==> src/verilog/opmode_defines.svh <==
`ifndef OPMODE_DEFINES_SVH
`define OPMODE_DEFINES_SVH

// Register byte offsets
`define OFS_SYS_CTRL_ONE 8'h00
`define OFS_SYS_CTRL_TWO 8'h04
`define OFS_MODE_STATUS 8'h08

// First system control register fields
`define SC1_HALT_BIT 7
`define SC1_STYLE_BIT 6
`define SC1_DRIVE_BIT 4
`define SC1_WARM_HI 3
`define SC1_WARM_LO 2
`define SC1_RESET 8'h00

// Second system control register fields
`define SC2_HIGH_OSC_BIT 7
`define SC2_LOW_OSC_BIT 6
`define SC2_CLK_SEL_BIT 5
`define SC2_IDLE_BIT 4
`define SC2_ONES_MASK 8'h0F
`define SC2_RESET 8'hC0

// Warm-up select value for the long (three-fold) duration
`define WARM_SEL_LONG 2'h0

// Reset output hold after both oscillators are disabled, in cycles
`define SOFT_RESET_HOLD 4'h4

`endif

==> src/verilog/opmode_pkg.sv <==
package opmode_pkg;

    typedef enum logic [1:0] {
        MODE_RUN,
        MODE_HALT,
        MODE_WARM,
        MODE_DOZE
    } mode_t;

    typedef enum logic [1:0] {
        RET_SINGLE,
        RET_DUAL,
        RET_SLOW
    } ret_mode_t;

    typedef struct packed {
        mode_t mode;
        ret_mode_t ret;
        logic halt_req;
        logic style_sel;
        logic port_drive;
        logic [1:0] warm_sel;
        logic high_osc_on;
        logic low_osc_on;
        logic main_clock_select;
        logic idle;
        logic eff_level;
        logic pin_q;
        logic [20:0] div;
        logic [15:0] low_cnt;
        logic ack;
        logic [7:0] dat;
        logic [3:0] rst_cnt;
        logic wake_irq;
        logic wake_svc;
    } state_t;

endpackage : opmode_pkg

==> src/verilog/operating_mode_control.sv <==
// The placing of the registers and register access over Wishbone were chosen for this implementation.
`timescale 1ns/100ps
`default_nettype none
`include "opmode_defines.svh"

module operating_mode_control #(
    parameter int HIGH_LOG2 = 19,
    parameter int LOW_LOG2 = 13,
    parameter logic [15:0] LOW_DIV = 16'h0EE7
) (
    input wire logic ref_clk,
    input wire logic rst_b,
    input wire logic [7:0] wb_adr_i,
    input wire logic [31:0] wb_dat_i,
    input wire logic [3:0] wb_sel_i,
    input wire logic wb_we_i,
    input wire logic wb_cyc_i,
    input wire logic wb_stb_i,
    output logic [31:0] wb_dat_o,
    output logic wb_ack_o,
    input wire logic release_pin,
    input wire logic irq_wake,
    input wire logic irq_master_flag,
    output logic cpu_run,
    output logic watchdog_run,
    output logic periph_run,
    output logic high_osc_enable,
    output logic low_osc_enable,
    output logic main_clock_low,
    output logic port_float,
    output logic reset_out_b,
    output logic [1:0] run_mode,
    output logic [20:0] timing_divider,
    output logic idle_wake_resume,
    output logic idle_wake_service
);

    opmode_pkg::state_t s_q;
    opmode_pkg::state_t s_d;
    logic rise;
    logic low_tick;
    logic div_tick;
    logic [7:0] wdat;

    // Three-fold or single power-of-two count, minus one for a zero-based compare
    function automatic logic [20:0] warm_last(input logic [1:0] sel, input logic slow);
        logic [20:0] base;
        base = slow ? (21'h00_0001 << LOW_LOG2) : (21'h00_0001 << HIGH_LOG2);
        if (sel == `WARM_SEL_LONG) begin
            warm_last = base + (base << 1) - 21'h00_0001;
        end else begin
            warm_last = base - 21'h00_0001;
        end
    endfunction : warm_last

    function automatic opmode_pkg::ret_mode_t ret_of(input logic hi, input logic lo,
                                                      input logic sel);
        if (sel) begin
            ret_of = opmode_pkg::RET_SLOW;
        end else if (hi && lo) begin
            ret_of = opmode_pkg::RET_DUAL;
        end else begin
            ret_of = opmode_pkg::RET_SINGLE;
        end
    endfunction : ret_of

    always_comb begin
        s_d = s_q;
        wdat = wb_dat_i[7:0];
        s_d.ack = 1'b0;
        s_d.wake_irq = 1'b0;
        s_d.wake_svc = 1'b0;
        s_d.pin_q = release_pin;
        rise = release_pin && !s_q.pin_q;
        // Edge style stays in force until a rising edge arms level style
        if (!s_q.style_sel) begin
            s_d.eff_level = 1'b0;
        end else if (rise) begin
            s_d.eff_level = 1'b1;
        end
        // Slow-clock enable; held at zero in halt since the oscillator is off
        low_tick = 1'b0;
        if (s_q.mode == opmode_pkg::MODE_HALT) begin
            s_d.low_cnt = 16'h0000;
        end else if (s_q.low_cnt == LOW_DIV - 16'h0001) begin
            s_d.low_cnt = 16'h0000;
            low_tick = 1'b1;
        end else begin
            s_d.low_cnt = s_q.low_cnt + 16'h0001;
        end
        if (s_q.mode == opmode_pkg::MODE_WARM) begin
            div_tick = (s_q.ret == opmode_pkg::RET_SLOW) ? low_tick : 1'b1;
        end else begin
            div_tick = s_q.main_clock_select ? low_tick : 1'b1;
        end

        // Bus slave: one wait state, unmapped reads return zero
        if (wb_cyc_i && wb_stb_i && !s_q.ack) begin
            s_d.ack = 1'b1;
            unique case (wb_adr_i)
                `OFS_SYS_CTRL_ONE: begin
                    s_d.dat = 8'h00;
                    s_d.dat[`SC1_HALT_BIT] = s_q.halt_req;
                    s_d.dat[`SC1_STYLE_BIT] = s_q.style_sel;
                    s_d.dat[`SC1_DRIVE_BIT] = s_q.port_drive;
                    s_d.dat[`SC1_WARM_HI:`SC1_WARM_LO] = s_q.warm_sel;
                end
                `OFS_SYS_CTRL_TWO: begin
                    s_d.dat = `SC2_ONES_MASK;
                    s_d.dat[`SC2_HIGH_OSC_BIT] = s_q.high_osc_on;
                    s_d.dat[`SC2_LOW_OSC_BIT] = s_q.low_osc_on;
                    s_d.dat[`SC2_CLK_SEL_BIT] = s_q.main_clock_select;
                    s_d.dat[`SC2_IDLE_BIT] = s_q.idle;
                end
                `OFS_MODE_STATUS: begin
                    s_d.dat = {3'h0, s_q.eff_level, s_q.ret, s_q.mode};
                end
                default: begin
                    s_d.dat = 8'h00;
                end
            endcase
            if (wb_we_i && wb_sel_i[0] && s_q.mode == opmode_pkg::MODE_RUN) begin
                if (wb_adr_i == `OFS_SYS_CTRL_ONE) begin
                    s_d.halt_req = wdat[`SC1_HALT_BIT];
                    s_d.style_sel = wdat[`SC1_STYLE_BIT];
                    s_d.port_drive = wdat[`SC1_DRIVE_BIT];
                    s_d.warm_sel = wdat[`SC1_WARM_HI:`SC1_WARM_LO];
                end else if (wb_adr_i == `OFS_SYS_CTRL_TWO) begin
                    s_d.high_osc_on = wdat[`SC2_HIGH_OSC_BIT];
                    s_d.low_osc_on = wdat[`SC2_LOW_OSC_BIT];
                    s_d.main_clock_select = wdat[`SC2_CLK_SEL_BIT];
                    s_d.idle = wdat[`SC2_IDLE_BIT];
                end
            end
        end

        unique case (s_q.mode)
            opmode_pkg::MODE_RUN: begin
                s_d.div = s_q.div + {20'h0_0000, div_tick};
                if (s_q.halt_req) begin
                    s_d.ret = ret_of(s_q.high_osc_on, s_q.low_osc_on, s_q.main_clock_select);
                    s_d.div = 21'h00_0000;
                    if (s_q.eff_level && release_pin) begin
                        s_d.mode = opmode_pkg::MODE_WARM;
                    end else begin
                        s_d.mode = opmode_pkg::MODE_HALT;
                    end
                end else if (s_q.idle) begin
                    s_d.mode = opmode_pkg::MODE_DOZE;
                end
            end
            opmode_pkg::MODE_HALT: begin
                s_d.div = 21'h00_0000;
                if (s_q.eff_level ? release_pin : rise) begin
                    s_d.mode = opmode_pkg::MODE_WARM;
                end
            end
            opmode_pkg::MODE_WARM: begin
                if (s_q.div == warm_last(s_q.warm_sel, s_q.ret == opmode_pkg::RET_SLOW)) begin
                    s_d.div = 21'h00_0000;
                    s_d.halt_req = 1'b0;
                    s_d.mode = opmode_pkg::MODE_RUN;
                end else begin
                    s_d.div = s_q.div + {20'h0_0000, div_tick};
                end
            end
            opmode_pkg::MODE_DOZE: begin
                s_d.div = s_q.div + {20'h0_0000, div_tick};
                if (irq_wake) begin
                    s_d.idle = 1'b0;
                    s_d.mode = opmode_pkg::MODE_RUN;
                    s_d.wake_svc = irq_master_flag;
                    s_d.wake_irq = !irq_master_flag;
                end
            end
        endcase

        // Both oscillators off would leave no clock: reload and pulse reset out
        if (s_q.rst_cnt != 4'h0) begin
            s_d.rst_cnt = s_q.rst_cnt - 4'h1;
        end
        if (!s_d.high_osc_on && !s_d.low_osc_on) begin
            s_d.rst_cnt = `SOFT_RESET_HOLD;
            s_d.mode = opmode_pkg::MODE_RUN;
            s_d.ret = opmode_pkg::RET_DUAL;
            s_d.halt_req = 1'b0;
            s_d.style_sel = 1'b0;
            s_d.eff_level = 1'b0;
            s_d.port_drive = 1'b0;
            s_d.warm_sel = 2'h0;
            s_d.high_osc_on = 1'b1;
            s_d.low_osc_on = 1'b1;
            s_d.main_clock_select = 1'b0;
            s_d.idle = 1'b0;
            s_d.div = 21'h00_0000;
        end
    end

    // Reset pin is the async reset, so it ends halt at once external_irq_zero dual-clock run
    always_ff @(posedge ref_clk or negedge rst_b) begin
        if (!rst_b) begin
            s_q <= '{mode: opmode_pkg::MODE_RUN, ret: opmode_pkg::RET_DUAL,
                     halt_req: 1'b0, style_sel: 1'b0, port_drive: 1'b0, warm_sel: 2'h0,
                     high_osc_on: 1'b1, low_osc_on: 1'b1, main_clock_select: 1'b0,
                     idle: 1'b0, eff_level: 1'b0, pin_q: 1'b0, div: 21'h00_0000,
                     low_cnt: 16'h0000, ack: 1'b0, dat: 8'h00, rst_cnt: 4'h0,
                     wake_irq: 1'b0, wake_svc: 1'b0};
        end else begin
            s_q <= s_d;
        end
    end

    assign wb_ack_o = s_q.ack;
    assign wb_dat_o = {24'h00_0000, s_q.dat};
    assign cpu_run = s_q.mode == opmode_pkg::MODE_RUN && s_q.rst_cnt == 4'h0;
    assign watchdog_run = s_q.mode == opmode_pkg::MODE_RUN;
    assign periph_run = s_q.mode == opmode_pkg::MODE_RUN || s_q.mode == opmode_pkg::MODE_DOZE;
    // Warm-up oscillators follow the mode that halt will return to
    assign high_osc_enable = (s_q.mode == opmode_pkg::MODE_HALT) ? 1'b0 :
        (s_q.mode == opmode_pkg::MODE_WARM) ? (s_q.ret != opmode_pkg::RET_SLOW) :
        s_q.high_osc_on;
    assign low_osc_enable = (s_q.mode == opmode_pkg::MODE_HALT) ? 1'b0 :
        (s_q.mode == opmode_pkg::MODE_WARM) ? (s_q.ret != opmode_pkg::RET_SINGLE) :
        s_q.low_osc_on;
    assign main_clock_low = s_q.main_clock_select;
    assign port_float = (s_q.mode == opmode_pkg::MODE_HALT ||
                         s_q.mode == opmode_pkg::MODE_WARM) && !s_q.port_drive;
    assign reset_out_b = s_q.rst_cnt == 4'h0;
    assign run_mode = ret_of(s_q.high_osc_on, s_q.low_osc_on, s_q.main_clock_select);
    assign timing_divider = s_q.div;
    assign idle_wake_resume = s_q.wake_irq;
    assign idle_wake_service = s_q.wake_svc;

endmodule : operating_mode_control
`default_nettype wire

==> config.mk <==
export PLATFORM = sky130hd
export DESIGN_NAME = operating_mode_control
export DESIGN_NICKNAME = d
export VERILOG_FILES = /design/src/verilog/opmode_pkg.sv /design/src/verilog/operating_mode_control.sv
export VERILOG_INCLUDE_DIRS = /design/src /design/src/verilog
export SDC_FILE = /design/constraint.sdc
export NUM_CORES = 1
export LEC_CHECK = 0
export BUFFER_PORTS_ARGS = -buffer_cell sky130_fd_sc_hd__buf_2
export CORE_MARGIN = 5
export CORE_UTILIZATION = 53
export CTS_CLUSTER_DIAMETER = 40
export DETAILED_ROUTE_END_ITERATION = 7
export PLACE_DENSITY = 0.79
export SYNTH_ARGS = -nofsm -noshare
export SYNTH_HDL_FRONTEND = slang
export SYNTH_SLANG_ARGS = --single-unit
==> constraint.sdc <==
create_clock -name ref_clk -period 3.4 [get_ports ref_clk]
set_clock_uncertainty 0.15 [all_clocks]
set_input_delay 0.34 -clock ref_clk [delete_from_list [all_inputs] [get_ports ref_clk]]
set_output_delay 0.34 -clock ref_clk [all_outputs]
set_load 0.005 [all_outputs]
==> flow_summary.toml <==
[placed_design]
hpwl_mm = 6.31
finalWeightedCongestion = 0.971
place_area_um2 = 4240
place_ws_ps = 424
portBuffers = 64
dpl.cell_count = 555

[clocking]
cts.sinks = 67
cts_root_buf = "clkbuf_8"
cts_buffers = 9
clock_latency_ps = 350
cts_buffer_depth = 2
cts_hold_buf = 2
clk_pin_slew_ps = 80
post_cts_buffers = 0
cts_tree = "done"
htree_levels = 3
cts.repair.resized = 0

[drt]
drtIter0Drc = 121
first_pass_iters = 4
viasPerCell = 5.46
drt-total-wl_mm = 8.63
post-route-drc-count = 0
ant_nets = 0
via_count = 3128
drt-wirelength-per-cell_um = 15.1

[global_route]
antenna_found_initial = 0
grt_util_all_layers_pct = 18.3
grt_max_degree = 31
grt_pass1_vias = 3131
grt_pass1_wl_mm = 14.7
grt-ovfl-total = 0

[worst_setup_path]
cp.arrival_ps = 3140
crit_type = "flip-flop to flip-flop"
rr_worst_depth = 12
r2r_end = "timing_divider[18]"
crit_path_start_kind = "flip-flop"
cp.required_ps = 3510
cp-end-kind = "flip-flop"
rr_startpoint = "s_q[65]"
rrSetupSlack_ps = 370
crit_fanout = 8

[pwr]
clockPowerShare_pct = 27.4
p_seq_share_pct = 39.9
intPower_mw = 1.57
switching_share_pct = 36.1
p_total_mw = 2.45
peakVddDrop_mv = 0.242
power_density_nw_per_um2 = 550
switching_power_mw = 0.886
p_leak_nw = 2.06
pwr-share-comb_pct = 32.7

[logic_synthesis]
synth-xor-area-share_pct = 6.96
synth_top_family_by_area = "simple AND/OR/NAND/NOR gates"
netlist.area_leader.share_pct = 38.6
synthSimpleGateAreaFrac_pct = 20.0
synth-async-reset-ratio_pct = 100
ys_seq_area_share_pct = 40.5
ys.flop_type = "dfrtp_1"
synth_warnings = 0
avgSynthCellArea_um2 = 9.70
synth_common_cells = "dfrtp_1, buf_4, nor2_1"
syn_inst = 428
synth_compound_area_share_pct = 12.9
yosysTopAreaCell = "dfrtp_1"
synth.cell_area_um2 = 4150
synth_area_leaders = "dfrtp_1, buf_4, a211oi_2"
yosysUniqueCellTypes = 51
synthAdderAreaFrac_pct = 2.71
ys_ff_latch = 67
yosysMostFrequentCell = "dfrtp_1"
muxShareOfSynthArea_pct = 2.68
synth_edf_count = 0

[hold_path]
holdPathStages = 1
holdPathEnd = "s_q[52]"
min_path_type = "primary input to flip-flop"
worstHoldStart = "release_pin"

[sta]
whs_ps = 25.3
finalMaxSlewViolations = 0
hold_viol = 0
maxSlewHeadroom_pct = 53.9
setup_violations = 0
rsz0062_at_grt = "false"
tns_ps = 0
setup_slack_ps = 369
tightest_slew_ps = 691
post-route-period-util_pct = 89.2
fin_crit_ps = 3030
max_freq_mhz = 330

[die]
row_count = 32
chipHeight_um = 98.5
ios = 118
coreArea_um2 = 7690
dieArea_um2 = 9700
die_w_um = 98.5
start_util_pct = 54.0

[layout]
utilization_pct = 58.0
area_growth_pct = 7.38
fin_area_um2 = 4460
nets = 527
fin_cells = 573
drive_above_1_share_pct = 25.1
antennaDiodeCount = 0

[run]
drv_cap = 0

[outcome]
status = "complete, no violations"
## per-layer routing
layer / vias to the layer above / part of all wire [%] / global-route usage (%)
met1: 1513 / 43 / 23.1
met5: - / 0 / 0
met4: 0 / 1.6 / 5.99
met3: 13 / 7.1 / 5.17
met2: 97 / 49 / 30.4
li1: 1505 / - / -
## flip-flops by register name (all words and copies together), names as in the netlist
name and flops:
wb_dat_o 8, wb_ack_o 1, s_q 34, timing_divider 21, idle_wake_service 1, idle_wake_resume 1
main_clock_low 1
## cell usage in the layout (no fill, tap or decap), types with 2 or more instances in the layout
cell type and instances:
a2111oi_0 2, a211oi_1 4, a211oi_2 20, a21o_1 2, a21oi_1 12, and3_1 3
and4_1 4, and4b_1 2, buf_2 64, buf_4 9, clkbuf_1 3, clkbuf_8 11
conb_1 24, dfrtp_1 64, dfstp_2 3, dlygate4sd3_1 2, ha_1 9, inv_1 17
mux2i_1 10, nand2_1 25, nand2b_1 3, nand3_1 20, nand3b_1 3, nand4_1 15
nor2_1 44, nor2b_1 4, nor3_1 11, nor3b_1 3, nor4_1 3, nor4b_1 3
o21ai_0 10, o31a_1 2, o31ai_1 4, or3_1 3, or4_1 3, xnor2_1 16
xor2_1 17
## worst max path at each step
stage,from,endpoint,slack (ps),cells after the start
6_report,s_q[65],timing_divider[18],370,12
5_1_grt,s_q[65],timing_divider[18],7,12
4_1_cts,s_q[65],timing_divider[18],390,12
3_5_place_dp,s_q[65],timing_divider[18],420,12
3_3_place_gp,s_q[65],timing_divider[18],450,12
2_1_floorplan,s_q[65],timing_divider[18],460,12
## cell type report
class | instances | area [um2]
fill | 665 | 3230
sequential | 67 | 1680
timing repair buffer | 75 | 408
clock buffer | 14 | 163
multi-input combinational | 296 | 1980
tap | 102 | 128
inverter | 17 | 63.8
clock inverter | 2 | 35.0
## worst max-delay path, stage by stage (launching register included)
cell and delay (ps):
dfrtp_1 440, inv_1 110, ha_1 350, mux2_2 370, o21ai_0 80, ha_1 220
ha_1 190, nand3_1 110, nor4_1 190, buf_4 180, nor3b_1 220, xnor2_1 110
a211oi_2 210
## power by group through the flow
stage / combinational, mW / clock (mW) / sequential (mW)
2_1_floorplan: 0.605 / 0 / 0.967
3_3_place_gp: 0.780 / 0 / 0.987
3_5_place_dp: 0.798 / 0 / 0.989
4_1_cts: 0.806 / 0.688 / 0.975
5_1_grt: 0.894 / 0.725 / 0.991
6_report: 0.801 / 0.672 / 0.978
## cell families (layout without fill, tap and decap cells)
family,count (synthesis),count (layout)
buf+inv,88,108
compound gates,63,63
fa+ha+maj,9,9
simple gates,156,156
mux,11,11
flops,67,67
other cells,1,24
xor+xnor,33,33
Note: power is estimated with default switching activity, not from simulation.
